===== src/inc/cps_consts.svh =====
// Purpose: shared constants of the capacitance conversion sequencer
// Assumes: 200 MHz system clock
// Notes:   offsets are AHB byte addresses
`ifndef CPS_CONSTS_SVH
`define CPS_CONSTS_SVH

`define CPS_PINS        14
`define CPS_STAGES      12
`define CPS_RES_W       16
`define CPS_TRIM_W      7
`define CPS_ROUTE_W     28
`define CPS_STG_W       4
`define CPS_CYC_W       20

`define CPS_CLK_HZ      200000000
`define CPS_CLK_NS      5
`define CPS_MOD_HZ      250000
`define CPS_TICK_CYC    (`CPS_CLK_HZ / `CPS_MOD_HZ)
`define CPS_T_STG_HI_NS 3072000
`define CPS_T_STG_LO_NS 1536000

`define CPS_DEC_LSB     8
`define CPS_DEC_128     2'h1
`define CPS_RATIO_HI    256
`define CPS_RATIO_LO    128
`define CPS_OSR_MUL     3
`define CPS_N_HI        (`CPS_OSR_MUL * `CPS_RATIO_HI)
`define CPS_N_LO        (`CPS_OSR_MUL * `CPS_RATIO_LO)
`define CPS_SCALE_HI    8'h55
`define CPS_SCALE_LO    8'hAA
`define CPS_MID         16'h8000

`define CPS_A_CTRL      12'h000
`define CPS_A_LAST      12'h004
`define CPS_A_CALEN     12'h008
`define CPS_A_STAT      12'h00C
`define CPS_A_STG_BASE  12'h040
`define CPS_A_STG_END   12'h0FC
`define CPS_STG_IDX_OFS 4'h4
`define CPS_W_ROUTE     2'h0
`define CPS_W_TRIM      2'h1
`define CPS_W_RES       2'h2

`define CPS_LAST_RST    4'hB
`define CPS_LAST_MAX    4'hB
`define CPS_ROUTE_RST   28'hFFF_FFFF
`define CPS_TRIM_MASK   32'hFF01_FFFF

`endif


===== src/inc/cps_pkg.sv =====
// Purpose: types of the capacitance conversion sequencer
// Assumes: cps_consts.svh holds all numbers
// Notes:   trim word layout is the packed struct below
package cps_pkg;
`include "cps_consts.svh"

    typedef enum logic [1:0] {
        RT_OPEN  = 2'h0,
        RT_POS   = 2'h1,
        RT_NEG   = 2'h2,
        RT_GUARD = 2'h3
    } cps_route_e;

    typedef enum logic [1:0] {
        ST_IDLE = 2'h0,
        ST_RUN  = 2'h1
    } cps_state_e;

    typedef struct packed {
        logic [7:0]             thr;
        logic [6:0]             pad;
        logic                   diff;
        logic                   neg_on_pos;
        logic [`CPS_TRIM_W-1:0] neg_trim;
        logic                   pos_on_neg;
        logic [`CPS_TRIM_W-1:0] pos_trim;
    } cps_trim_s;

endpackage : cps_pkg


===== src/design/cps_decim.sv =====
// Purpose: averages three times the ratio of modulator samples per stage
// Assumes: one sample per i_tick
// Notes:   result is ones count scaled to full 16-bit span
`timescale 1ns/1ps
`include "cps_consts.svh"
module cps_decim import cps_pkg::*; (
    input  wire logic                  i_clk,
    input  wire logic                  i_reset_n,
    input  wire logic                  i_clear,
    input  wire logic                  i_tick,
    input  wire logic                  i_bit,
    input  wire logic                  i_half,
    output logic                       o_done,
    output logic [`CPS_RES_W-1:0]      o_result
);
    logic [9:0]  n_reg;
    logic [9:0]  ones_reg;
    wire  [9:0]  target   = i_half ? 10'(`CPS_N_LO - 1) : 10'(`CPS_N_HI - 1);
    wire  [9:0]  ones_tot = ones_reg + {9'h000, i_bit};
    wire  [7:0]  scale    = i_half ? `CPS_SCALE_LO : `CPS_SCALE_HI;
    wire  [17:0] prod     = ones_tot * scale;

    always_ff @(posedge i_clk) begin
        if (!i_reset_n || i_clear) begin
            n_reg    <= 10'h000;
            ones_reg <= 10'h000;
            o_done   <= 1'b0;
        end else begin
            o_done <= 1'b0;
            if (i_tick) begin
                if (n_reg == target) begin
                    n_reg    <= 10'h000;
                    ones_reg <= 10'h000;
                    o_done   <= 1'b1;
                end else begin
                    n_reg    <= n_reg + 10'h001;
                    ones_reg <= ones_tot;
                end
            end
        end
    end

    always_ff @(posedge i_clk) begin
        if (!i_reset_n) begin
            o_result <= 16'h0000;
        end else if (i_tick && n_reg == target) begin
            o_result <= prod[`CPS_RES_W-1:0];
        end
    end
endmodule : cps_decim


===== src/design/cps_seq_top.sv =====
// Purpose: stage sequencer, input routing and trim control of the converter
// Assumes: AHB-Lite single word transfers, one slave on the bus
// Notes:   every access has one wait state
//
// The register addresses and the AHB-Lite interface to the registers were decided locally.
`timescale 1ns/1ps
`include "cps_consts.svh"
// Summary of operation
// - each pin per stage goes to positive, negative, open or guard drive
// - each pin's routing is a two-bit field in its stage register
// - routing is held separately for every stage and every pin
// - pin on positive input makes the stage code fall on touch
// - pin on negative input makes the stage code rise on touch
// - each stage result is 16 bits from one of fourteen inputs
// - modulator samples at 250 kHz, the time base of all stages
// - control bits 9:8 pick ratio 256 (00) or 128 (01)
// - a stage lasts 3.072 ms at 256 and 1.536 ms at 128
// - each result averages three times the ratio of samples
// - two 7-bit trim codes per stage drive the offset converters
// - each trim code may go to either converter input
// - up to twelve stages, each with its own configuration
// - sequences start at stage zero and step up to the last stage
// - last-stage value N gives N+1 stages per sequence; values above 11 are clamped to 11, giving twelve stages
// - sequence time is stage count times stage time
// - a differential pair reports at most one button active
// - full power repeats sequences continuously at constant rate
module cps_seq_top import cps_pkg::*; #(
    parameter int STAGE_CYC_HI = `CPS_T_STG_HI_NS / `CPS_CLK_NS
) (
    input  wire logic                  i_clk,
    input  wire logic                  i_reset_n,
    input  wire logic                  i_hsel,
    input  wire logic [31:0]           i_haddr,
    input  wire logic [1:0]            i_htrans,
    input  wire logic                  i_hwrite,
    input  wire logic [2:0]            i_hsize,
    input  wire logic [31:0]           i_hwdata,
    input  wire logic                  i_hready,
    input  wire logic                  i_mod_bit,
    output logic [31:0]                o_hrdata,
    output logic                       o_hreadyout,
    output logic                       o_hresp,
    output logic [`CPS_PINS-1:0]       o_pin_pos,
    output logic [`CPS_PINS-1:0]       o_pin_neg,
    output logic [`CPS_PINS-1:0]       o_pin_guard,
    output cps_trim_s                  o_trim,
    output logic [`CPS_STG_W-1:0]      o_stage,
    output logic                       o_cal_en,
    output logic [`CPS_RES_W-1:0]      o_result,
    output logic                       o_result_valid,
    output logic                       o_seq_done,
    output logic                       o_btn_a,
    output logic                       o_btn_b
);
    localparam int STAGE_CYC_LO = STAGE_CYC_HI / 2;

    ////////////////////////////////////////////////////////////////////
    // bus slave
    logic                     ph_reg;
    logic [11:0]              addr_reg;
    logic                     wr_reg;
    logic [1:0]               dec_reg;
    logic [`CPS_STG_W-1:0]    last_reg;
    logic [`CPS_STAGES-1:0]   calen_reg;
    logic [`CPS_ROUTE_W-1:0]  route_mem [`CPS_STAGES];
    cps_trim_s                trim_mem  [`CPS_STAGES];
    logic [`CPS_RES_W-1:0]    res_mem   [`CPS_STAGES];

    cps_state_e               state_reg;
    logic [`CPS_STG_W-1:0]    stage_reg;
    logic [7:0]               seq_cnt_reg;
    logic [`CPS_CYC_W-1:0]    cyc_reg;
    logic                     dec_done;
    logic [`CPS_RES_W-1:0]    dec_res;
    logic                     tick;
    logic                     mod_bit;

    wire accept = i_hsel & i_htrans[1] & i_hready;
    wire do_wr  = ph_reg & wr_reg;
    wire do_rd  = ph_reg & ~wr_reg;

    wire                  in_stg = (addr_reg >= `CPS_A_STG_BASE) && (addr_reg <= `CPS_A_STG_END);
    wire [`CPS_STG_W-1:0] a_stg  = addr_reg[7:4] - `CPS_STG_IDX_OFS;
    wire [1:0]            a_word = addr_reg[3:2];
    wire wr_ctrl  = do_wr && addr_reg == `CPS_A_CTRL;
    wire wr_last  = do_wr && addr_reg == `CPS_A_LAST;
    wire wr_calen = do_wr && addr_reg == `CPS_A_CALEN;
    wire wr_route = do_wr && in_stg && a_word == `CPS_W_ROUTE;
    wire wr_trim  = do_wr && in_stg && a_word == `CPS_W_TRIM;

    wire run     = (state_reg == ST_RUN);
    wire half    = (dec_reg == `CPS_DEC_128);
    wire restart = wr_ctrl | wr_last;

    wire [15:0] status = {seq_cnt_reg, 3'h0, run, stage_reg};
    wire [31:0] stg_rd =
        (a_word == `CPS_W_ROUTE) ? {4'h0, route_mem[a_stg]} :
        (a_word == `CPS_W_TRIM)  ? trim_mem[a_stg] :
        (a_word == `CPS_W_RES)   ? {16'h0000, res_mem[a_stg]} : 32'h0000_0000;
    wire [31:0] rd_data =
        (addr_reg == `CPS_A_CTRL)  ? {22'h00_0000, dec_reg, 8'h00} :
        (addr_reg == `CPS_A_LAST)  ? {28'h000_0000, last_reg} :
        (addr_reg == `CPS_A_CALEN) ? {20'h0_0000, calen_reg} :
        (addr_reg == `CPS_A_STAT)  ? {16'h0000, status} :
        in_stg                     ? stg_rd : 32'h0000_0000;

    always_ff @(posedge i_clk) begin
        if (!i_reset_n) begin
            ph_reg      <= 1'b0;
            o_hreadyout <= 1'b1;
            o_hresp     <= 1'b0;
            addr_reg    <= 12'h000;
            wr_reg      <= 1'b0;
        end else begin
            ph_reg      <= accept;
            o_hreadyout <= ~accept;
            o_hresp     <= 1'b0;
            if (accept) begin
                addr_reg <= i_haddr[11:0];
                wr_reg   <= i_hwrite;
            end
        end
    end

    always_ff @(posedge i_clk) begin
        if (!i_reset_n) begin
            o_hrdata <= 32'h0000_0000;
        end else if (do_rd) begin
            o_hrdata <= rd_data;
        end
    end

    always_ff @(posedge i_clk) begin
        if (!i_reset_n) begin
            dec_reg   <= 2'h0;
            last_reg  <= `CPS_LAST_RST;
            calen_reg <= '0;
        end else begin
            if (wr_ctrl) dec_reg <= i_hwdata[`CPS_DEC_LSB+1:`CPS_DEC_LSB];
            if (wr_last) last_reg <= i_hwdata[`CPS_STG_W-1:0];
            if (wr_calen) calen_reg <= i_hwdata[`CPS_STAGES-1:0];
        end
    end

    always_ff @(posedge i_clk) begin
        if (!i_reset_n) begin
            for (int s = 0; s < `CPS_STAGES; s++) begin
                route_mem[s] <= `CPS_ROUTE_RST;
                trim_mem[s]  <= cps_trim_s'(32'h0000_0000);
            end
        end else begin
            if (wr_route) route_mem[a_stg] <= i_hwdata[`CPS_ROUTE_W-1:0];
            if (wr_trim) trim_mem[a_stg] <= cps_trim_s'(i_hwdata & `CPS_TRIM_MASK);
        end
    end

    ////////////////////////////////////////////////////////////////////
    // converter timing and averaging
    // sample time base
    cps_tick u_tick (
        .i_clk     (i_clk),
        .i_reset_n (i_reset_n),
        .i_clear   (~run),
        .i_mod_bit (i_mod_bit),
        .o_tick    (tick),
        .o_bit     (mod_bit)
    );

    cps_decim u_decim (
        .i_clk     (i_clk),
        .i_reset_n (i_reset_n),
        .i_clear   (~run),
        .i_tick    (tick),
        .i_bit     (mod_bit),
        .i_half    (half),
        .o_done    (dec_done),
        .o_result  (dec_res)
    );

    ////////////////////////////////////////////////////////////////////
    // stage sequencer
    // at most twelve stages
    wire [`CPS_STG_W-1:0] last_eff   = (last_reg > `CPS_LAST_MAX) ? `CPS_LAST_MAX : last_reg;
    wire                  at_last    = (stage_reg >= last_eff);
    wire [`CPS_STG_W-1:0] stage_next = at_last ? '0 : stage_reg + 4'h1;
    wire                  stg_done   = run & dec_done & ~restart;

    always_ff @(posedge i_clk) begin
        if (!i_reset_n) begin
            state_reg   <= ST_IDLE;
            stage_reg   <= '0;
            seq_cnt_reg <= 8'h00;
        end else begin
            unique case (state_reg)
                ST_IDLE: begin
                    state_reg <= ST_RUN;
                    stage_reg <= '0;
                end
                ST_RUN: begin
                    if (restart) begin
                        state_reg <= ST_IDLE;
                    end else if (dec_done) begin
                        stage_reg <= stage_next;
                        if (at_last) seq_cnt_reg <= seq_cnt_reg + 8'h01;
                    end
                end
            endcase
        end
    end

    always_ff @(posedge i_clk) begin
        if (!i_reset_n || !run) begin
            cyc_reg <= '0;
        end else begin
            cyc_reg <= dec_done ? `CPS_CYC_W'(1) : cyc_reg + `CPS_CYC_W'(1);
        end
    end

    always_ff @(posedge i_clk) begin
        if (!i_reset_n) begin
            for (int s = 0; s < `CPS_STAGES; s++) res_mem[s] <= 16'h0000;
        end else if (stg_done) begin
            res_mem[stage_reg] <= dec_res;
        end
    end

    ////////////////////////////////////////////////////////////////////
    // switch matrix and trim drive
    cps_trim_s cur_trim;
    assign cur_trim = trim_mem[stage_reg];
    wire [`CPS_ROUTE_W-1:0] cur_route = route_mem[stage_reg];
    logic [`CPS_PINS-1:0] pos_w;
    logic [`CPS_PINS-1:0] neg_w;
    logic [`CPS_PINS-1:0] grd_w;

    for (genvar p = 0; p < `CPS_PINS; p++) begin : g_pin
        wire cps_route_e rt = cps_route_e'(cur_route[2*p+1:2*p]);
        assign pos_w[p] = (rt == RT_POS);
        assign neg_w[p] = (rt == RT_NEG);
        assign grd_w[p] = (rt == RT_GUARD);
    end

    always_ff @(posedge i_clk) begin
        if (!i_reset_n) begin
            o_pin_pos   <= '0;
            o_pin_neg   <= '0;
            o_pin_guard <= '1;
            o_trim      <= cps_trim_s'(32'h0000_0000);
            o_stage     <= '0;
            o_cal_en    <= 1'b0;
        end else begin
            o_pin_pos   <= pos_w;
            o_pin_neg   <= neg_w;
            o_pin_guard <= grd_w;
            o_trim      <= cur_trim;
            o_stage     <= stage_reg;
            o_cal_en    <= calen_reg[stage_reg];
        end
    end

    ////////////////////////////////////////////////////////////////////
    // results and differential buttons
    wire [16:0] hi_lim = {1'b0, `CPS_MID} + {9'h000, cur_trim.thr};
    wire [16:0] lo_lim = {1'b0, `CPS_MID} - {9'h000, cur_trim.thr};
    wire        over   = {1'b0, dec_res} > hi_lim;
    wire        under  = {1'b0, dec_res} < lo_lim;

    always_ff @(posedge i_clk) begin
        if (!i_reset_n) begin
            o_result       <= 16'h0000;
            o_result_valid <= 1'b0;
            o_seq_done     <= 1'b0;
            o_btn_a        <= 1'b0;
            o_btn_b        <= 1'b0;
        end else begin
            o_result_valid <= stg_done;
            o_seq_done     <= stg_done & at_last;
            if (stg_done) begin
                o_result <= dec_res;
                o_btn_a  <= cur_trim.diff & over & ~under;
                o_btn_b  <= cur_trim.diff & under & ~over;
            end
        end
    end
endmodule : cps_seq_top


===== src/design/cps_tick.sv =====
// Purpose: modulator sample-rate tick and modulator bit synchroniser
// Assumes: modulator bit arrives asynchronously
// Notes:   divider restarts while i_clear is high
`timescale 1ns/1ps
`include "cps_consts.svh"
module cps_tick import cps_pkg::*; #(
    parameter int TICK_CYC = `CPS_TICK_CYC
) (
    input  wire logic i_clk,
    input  wire logic i_reset_n,
    input  wire logic i_clear,
    input  wire logic i_mod_bit,
    output logic      o_tick,
    output logic      o_bit
);
    logic [11:0] cnt_reg;
    logic        s1_reg;
    logic        s2_reg;

    assign o_tick = (cnt_reg == 12'(TICK_CYC - 1));
    assign o_bit  = s2_reg;

    always_ff @(posedge i_clk) begin
        if (!i_reset_n || i_clear) begin
            cnt_reg <= 12'h000;
        end else begin
            cnt_reg <= o_tick ? 12'h000 : cnt_reg + 12'h001;
        end
    end

    always_ff @(posedge i_clk) begin
        if (!i_reset_n) begin
            s1_reg <= 1'b0;
            s2_reg <= 1'b0;
        end else begin
            s1_reg <= i_mod_bit;
            s2_reg <= s1_reg;
        end
    end
endmodule : cps_tick


===== config.mk =====
export PLATFORM = sky130hd
export DESIGN_NAME = cps_seq_top
export DESIGN_NICKNAME = d
export VERILOG_FILES = /design/src/inc/cps_pkg.sv /design/src/design/cps_decim.sv /design/src/design/cps_seq_top.sv /design/src/design/cps_tick.sv
export VERILOG_INCLUDE_DIRS = /design/src /design/src/inc
export SDC_FILE = /design/constraint.sdc
export NUM_CORES = 2
export LEC_CHECK = 0
export ABC_AREA = 1
export BUFFER_PORTS_ARGS = -buffer_cell sky130_fd_sc_hd__buf_2
export CAP_MARGIN = 30
export CORE_AREA = 2 2 315 473
export CTS_CLUSTER_SIZE = 20
export DETAILED_ROUTE_END_ITERATION = 8
export DIE_AREA = 0 0 317 475
export GPL_TIMING_DRIVEN = 0
export MAX_ROUTING_LAYER = met4
export PLACE_DENSITY_LB_ADDON = 0.15
export RECOVER_POWER = 50
export REMOVE_ABC_BUFFERS = 1
export SYNTH_ARGS = -nofsm -noshare
export SYNTH_HDL_FRONTEND = slang
export SYNTH_SLANG_ARGS = --single-unit
export TNS_END_PERCENT = 10

===== constraint.sdc =====
create_clock -name i_clk -period 4.8 [get_ports i_clk]
set_clock_uncertainty 0.15 [all_clocks]
set_input_delay 1.44 -clock i_clk [delete_from_list [all_inputs] [get_ports i_clk]]
set_output_delay 1.44 -clock i_clk [all_outputs]
set_load 0.1 [all_outputs]

# ---- Word level (Yosys, flattened, before mapping)
# Memory sizes are Yosys's and may differ from the RTL's. A register that Yosys moved wholly into a read port is not among the register bits.
# Cells that the tools add are included.
dict set report word_totals {
  word_cells 192
  inputBits 75
  rom_bits 0
  latchBits 0
  ff_bits 229
  ram_bits 828
  memories 3
}
# memory words width rd rd_ports_with_merged_regs write_ports line
set mem_list {}
lappend mem_list {route_mem 12 28 2 1 12 cps_seq_top.sv:65} ;# logic [`CPS_ROUTE_W-1:0] route_mem [`CPS_STAGES];
lappend mem_list {trim_mem 12 25 2 1 12 cps_seq_top.sv:66} ;# cps_trim_s trim_mem [`CPS_STAGES];
lappend mem_list {res_mem 12 16 1 0 12 cps_seq_top.sv:67} ;# logic [`CPS_RES_W-1:0] res_mem [`CPS_STAGES];
dict set report classes {
  n_div 0
  addsub 8
  n_mux 45
  n_eq_ne 54
  order_cmp 7
  n_shift 0
  n_reduce_logical 20
  bitwise 19
  multipliers 1
}
# operator count
set ops {}
lappend ops {{32-bit 2-to-1 mux} 7}
lappend ops {{2-bit equality test (second input constant)} 29}
lappend ops {{4-bit 2-to-1 mux} 11}
lappend ops {{2-bit by 1-bit equality test with 1-bit output (second input constant)} 17}
lappend ops {{16-bit 2-to-1 mux} 2}
lappend ops {{10-bit 2-to-1 mux} 3}
lappend ops {{28-bit 2-to-1 mux} 1}
lappend ops {{28-bit OR reduction} 1}
lappend ops {{25-bit 2-to-1 mux} 1}
lappend ops {{25-bit OR reduction} 1}
lappend ops {{12-bit by 4-bit equality test with 1-bit output (second input constant)} 2}
lappend ops {{16-bit by 8-bit adder with 17-bit output (first input constant)} 1}
lappend ops {{16-bit by 17-bit > comparator with 1-bit output} 1}
lappend ops {{16-bit by 17-bit < comparator with 1-bit output} 1}
lappend ops {{16-bit by 8-bit subtractor with 17-bit output (first input constant)} 1}
lappend ops {{10-bit by 8-bit multiplier with 16-bit output} 1}
lappend ops {{16-bit OR reduction} 1}
lappend ops {{1-bit 2-to-1 mux} 15}
lappend ops {{12-bit by 1-bit adder with 12-bit output (second input constant)} 1}
lappend ops {{12-bit by 10-bit equality test with 1-bit output (second input constant)} 1}
lappend ops {{12-bit by 3-bit equality test with 1-bit output (second input constant)} 1}
lappend ops {{12-bit by 7-bit greater-or-equal comparator with 1-bit output (second input constant)} 1}
lappend ops {{12-bit by 8-bit less-or-equal comparator with 1-bit output (second input constant)} 1}
lappend ops {{12-bit zero test} 1}
lappend ops {{26 further kinds} 52}

# ---- Longest topological paths before layout
dict set report logic_depth {
  ltp_word 10
  ltp_mapped 27
  mapped_depth_nobuf 27
}

# ---- By module
# A second synthesis with hierarchy kept.
dict set report unflattened {
  cells_unflattened 7506
  area_unflattened_um2 66401.2
}
# mod seq_area_each_um2 area_per_inst_um2 cells_per_inst instances
set by_module_without_submodules {}
lappend by_module_without_submodules {cps_seq_top 36635.1 61989.5 6903 1}
lappend by_module_without_submodules {cps_decim 740.7 3767.4 513 1}
lappend by_module_without_submodules {cps_tick 280.3 644.4 90 1}

# ---- Least setup slack after synthesis
# No wires, ideal clock.
dict set report synth_timing {
  path_type {flip-flop to flip-flop}
  from {register u_decim.ones_reg[0]}
  to {register u_decim.o_result[14]}
  stages_incl_launch_ff 25
  arrival_time_ps 4413
  path_slack_ps 181
  cell_sequence {dfxtp_1 > ha_1 > nand3_1 > nor3_1 > nand2_1 > nor2_1 > xor2_1 > inv_1 > nand2_1 > inv_1 > ha_1 > fa_1 > fa_1 > inv_1 > fa_1 > inv_1 > ha_1 > nand2_1 > nor2_1 > nand3_1 > o2111ai_1 > o21ai_0 > a21oi_1 > or2_2 > inv_1}
}
dict set report synth_between {
  elab_chain_cells 2
}
# element line
set synth_lines {}
lappend synth_lines {{start, declared} cps_decim.sv:17} ;# logic [9:0] ones_reg;
lappend synth_lines {{start signal, assigned} cps_decim.sv:37} ;# ones_reg <= ones_tot;
lappend synth_lines {{10-bit by 1-bit adder with 10-bit output} cps_decim.sv:19} ;# wire [9:0] ones_tot = ones_reg + {9'h000, i_bit};
lappend synth_lines {{10-bit by 8-bit multiplier with 16-bit output} cps_decim.sv:21} ;# wire [17:0] prod = ones_tot * scale;
lappend synth_lines {{end signal, assigned} cps_decim.sv:47} ;# o_result <= prod[`CPS_RES_W-1:0];
lappend synth_lines {{end, declared} cps_decim.sv:14} ;# output logic [`CPS_RES_W-1:0] o_result
# Every way passes these cells.
# A chain may end at the register's enable or synchronous reset.

==> results.cfg <==
[status]
run_status = finished, violations left
violations = max-capacitance violations, max-slew violations, negative setup slack

[die]
start_util_pct = 44.8
rows = 172
core_area_mm2 = 0.146
die_h_um = 475
die_w_um = 317
die-area_mm2 = 0.151
io_pins = 208

[synthesis]
ys_async_sr_fraction_pct = 0
synthFlopType = edfxtp_1
synth.distinct_cells = 55
ys_warn_count = 0
ys_seq_elements = 1329
yosysSeqAreaShare_pct = 57.5
syn_inst = 7145
synth_edf_count = 1104
syn_area_mm2 = 0.0655
synth_area_per_cell_um2 = 9.16

[routing]
wl_per_cell_um = 27.6
drt_wl_total_mm = 252
drt_iter0_drc = 6739
vias = 55700
antenna_left = 0
vias_per_cell = 6.11
drc = 0
firstDrtPassIters = 6

[grt]
antenna_found_initial = 8
grt_pass1_vias = 53600
grtUsageTotal_pct = 33.5
grt_first_pass_wirelength_mm = 354
grt_max_degree = 94
grt_overflow = 0

[clocking]
worstSkewPairLatency_ns = 0.83
cts_buffers = 137
clk_path_buf_depth = 3
h-tree-depth = 4
cts_tree = built
clk_pin_slew_ns = 0.07
cts_hold_buf = 0
clock_sinks = 1329
root_buffer = clkbuf_16

[worst_setup_path]
worstPathMaxFanout = 57
cp.arrival_ns = 5.23
crit_type = flop to flop
critPathLaunchType = flop
required_ns = 5.11
cp-end-kind = flop

[sta]
timing.hold.ws_ns = 0.268
min_period_ns = 4.92
rsz0062_at_grt = yes
hold_violations = 0
layout_setup_ws_ns = -0.116
drv_slew = 158
finalCritPeriodShare_pct = 102
fmax_ghz = 0.203
timing.slew.headroom_pct = -34.6
setup_viol = 65
worst_slew_pin_slew_ns = 2.02

[cells_and_area]
num-nets-final = 7276
drive_gt1_share_pct = 10.2
top_register = route_mem
reg.largest.list = route_mem x448, trim_mem x400, res_mem x256
syn_to_final_growth_pct = 14.4
largest_reg_flops = 448

[pwr]
leakagePower_nw = 27.3
ir_worst_vdd_v = 0.000316
power_density_mw_per_mm2 = 336
power.total_mw = 25.1

[flow_run]
cap_violations = 2

[place]
dp_slack_ns = -1.19
place_hpwl_mm = 148
place_congestion = 0.877
port_buffers = 175

[min_path]
min_path_type = flop to flop
logic make-up (layout without fill, tap and decap cells):
family                   Yosys count  after routing  share of synthesized area, %
AND/OR/NAND/NOR                 2958           2958                          18.5
AO/OA/AOI/OAI                   1556           1556                          14.0
flip-flops                      1329           1329                          57.5
buffers and inverters           1159           1204                          7.11
adder cells (fa/ha/maj)          114            114                          2.52
XOR/XNOR                          24             24                         0.321
multiplexers                       3              3                        0.0459
other                              2             19                        0.0115
synthesized netlist by cell type, types with 18 or more instances:
cell	number	share of area, %
buf_1	67	0.38
buf_4	34	0.39
a21oi_1	442	3.4
fa_1	30	0.92
inv_1	588	3.4
clkbuf_1	310	1.8
o211ai_1	130	1.5
o21a_1	25	0.29
nand4_1	77	0.74
nor2_1	1077	6.2
a22oi_1	111	1.3
o21ai_0	596	4.6
nor3_1	44	0.34
o221ai_1	63	0.84
o2111ai_1	42	0.56
or2_2	18	0.17
nand2_1	1302	7.5
xor2_1	18	0.24
o22ai_1	74	0.71
ha_1	84	1.6
edfxtp_1	1104	51
nand2_2	24	0.23
nand3_1	371	2.8
buf_2	134	1.0
dfxtp_1	225	6.9
final timing paths:
| check | slack [ns] | from | cells after the start | to |
|---|---|---|---|---|
| setup / recovery | -0.12 | addr_reg[4] | 12 | trim_mem[0][24] |
| hold / removal | 0.27 | u_tick.s1_reg | 2 | u_tick.o_bit |
| setup reg to reg | -0.12 | addr_reg[4] | 12 | trim_mem[0][24] |
| hold reg to reg | 0.27 | u_tick.s1_reg | 2 | u_tick.o_bit |
area by class of cell:
class / count / area, um^2
repair inverters: 2 / 18.8
multi-input cells: 4666 / 24100
fillers: 13200 / 71300
well taps: 1914 / 2390
diodes: 8 / 20.0
clock buffers: 188 / 3870
clock inverters: 63 / 599
repair buffers: 339 / 3790
inverters: 612 / 2440
flip-flops and latches: 1329 / 37700
layer usage:
| layer | global-route usage (%) | vias to the layer above | share of wire (%) |
|---|---|---|---|
| met5 | - | - | 0 |
| met1 | 37.9 | 27100 | 35 |
| met4 | 22.1 | 0 | 7.4 |
| met3 | 5.70 | 912 | 9.3 |
| met2 | 54.4 | 3331 | 48 |
| li1 | - | 24400 | - |
critical path: stages (launching register included):
cell and delay, ns:
dfxtp_4 0.57, inv_16 0.35, nand2_8 0.31, buf_16 0.30
nor2_1 0.39, nand2_1 0.10, nand3_1 0.12, nand2_1 0.08
nor2_2 0.17, nand3_1 0.36, inv_6 0.36, nand2_2 0.57
nand2_8 0.53
placed cells by master (no fill, tap or decap), types with 25 or more instances in the layout:
| master | netlist | final |
|---|---|---|
| a22oi_1 | 111 | 111 |
| buf_2 | 134 | 142 |
| o211ai_1 | 130 | 130 |
| o221ai_1 | 63 | 62 |
| nand3_1 | 371 | 366 |
| nand2_1 | 1302 | 1247 |
| fa_1 | 30 | 30 |
| inv_1 | 588 | 568 |
| a21oi_1 | 442 | 438 |
| o21ai_0 | 596 | 583 |
| nand4_1 | 77 | 77 |
| clkinv_1 | 7 | 25 |
| o22ai_1 | 74 | 74 |
| nor2_1 | 1077 | 1053 |
| clkbuf_1 | 310 | 63 |
| dfxtp_1 | 225 | 215 |
| buf_4 | 34 | 34 |
| buf_12 | 0 | 46 |
| edfxtp_1 | 1104 | 1104 |
| nand2_2 | 24 | 46 |
| o2111ai_1 | 42 | 41 |
| ha_1 | 84 | 73 |
| inv_2 | 17 | 26 |
| o21a_1 | 25 | 25 |
| nor3_1 | 44 | 33 |
| buf_16 | 0 | 42 |
| clkbuf_16 | 0 | 145 |
through the flow:
stage	utilization, %	instances	instance area, um^2	TNS, ns
finish	51.2	9121	74900	-4.51
global route	51.2	9120	74900	-4.22
global placement	45.4	8696	66400	-
detailed placement	47.2	8808	69000	-557.51
CTS	50.7	9073	74100	-0.873
floorplan	-	6607	63100	-5040.57
report_power, final:
group	internal, mW	switching (mW)
Sequential	12.6	0.0859
Clock	6.14	4.73
Combinational	0.343	1.22
Total	19.1	6.03
repair_timing:
action	CTS	global route
pin swaps	1	38
gates cloned	5	6
setup endpoints to repair	1406	279
gates resized for setup	80	109
buffers inserted	9	32
Note: power is estimated with default switching activity, not from simulation.
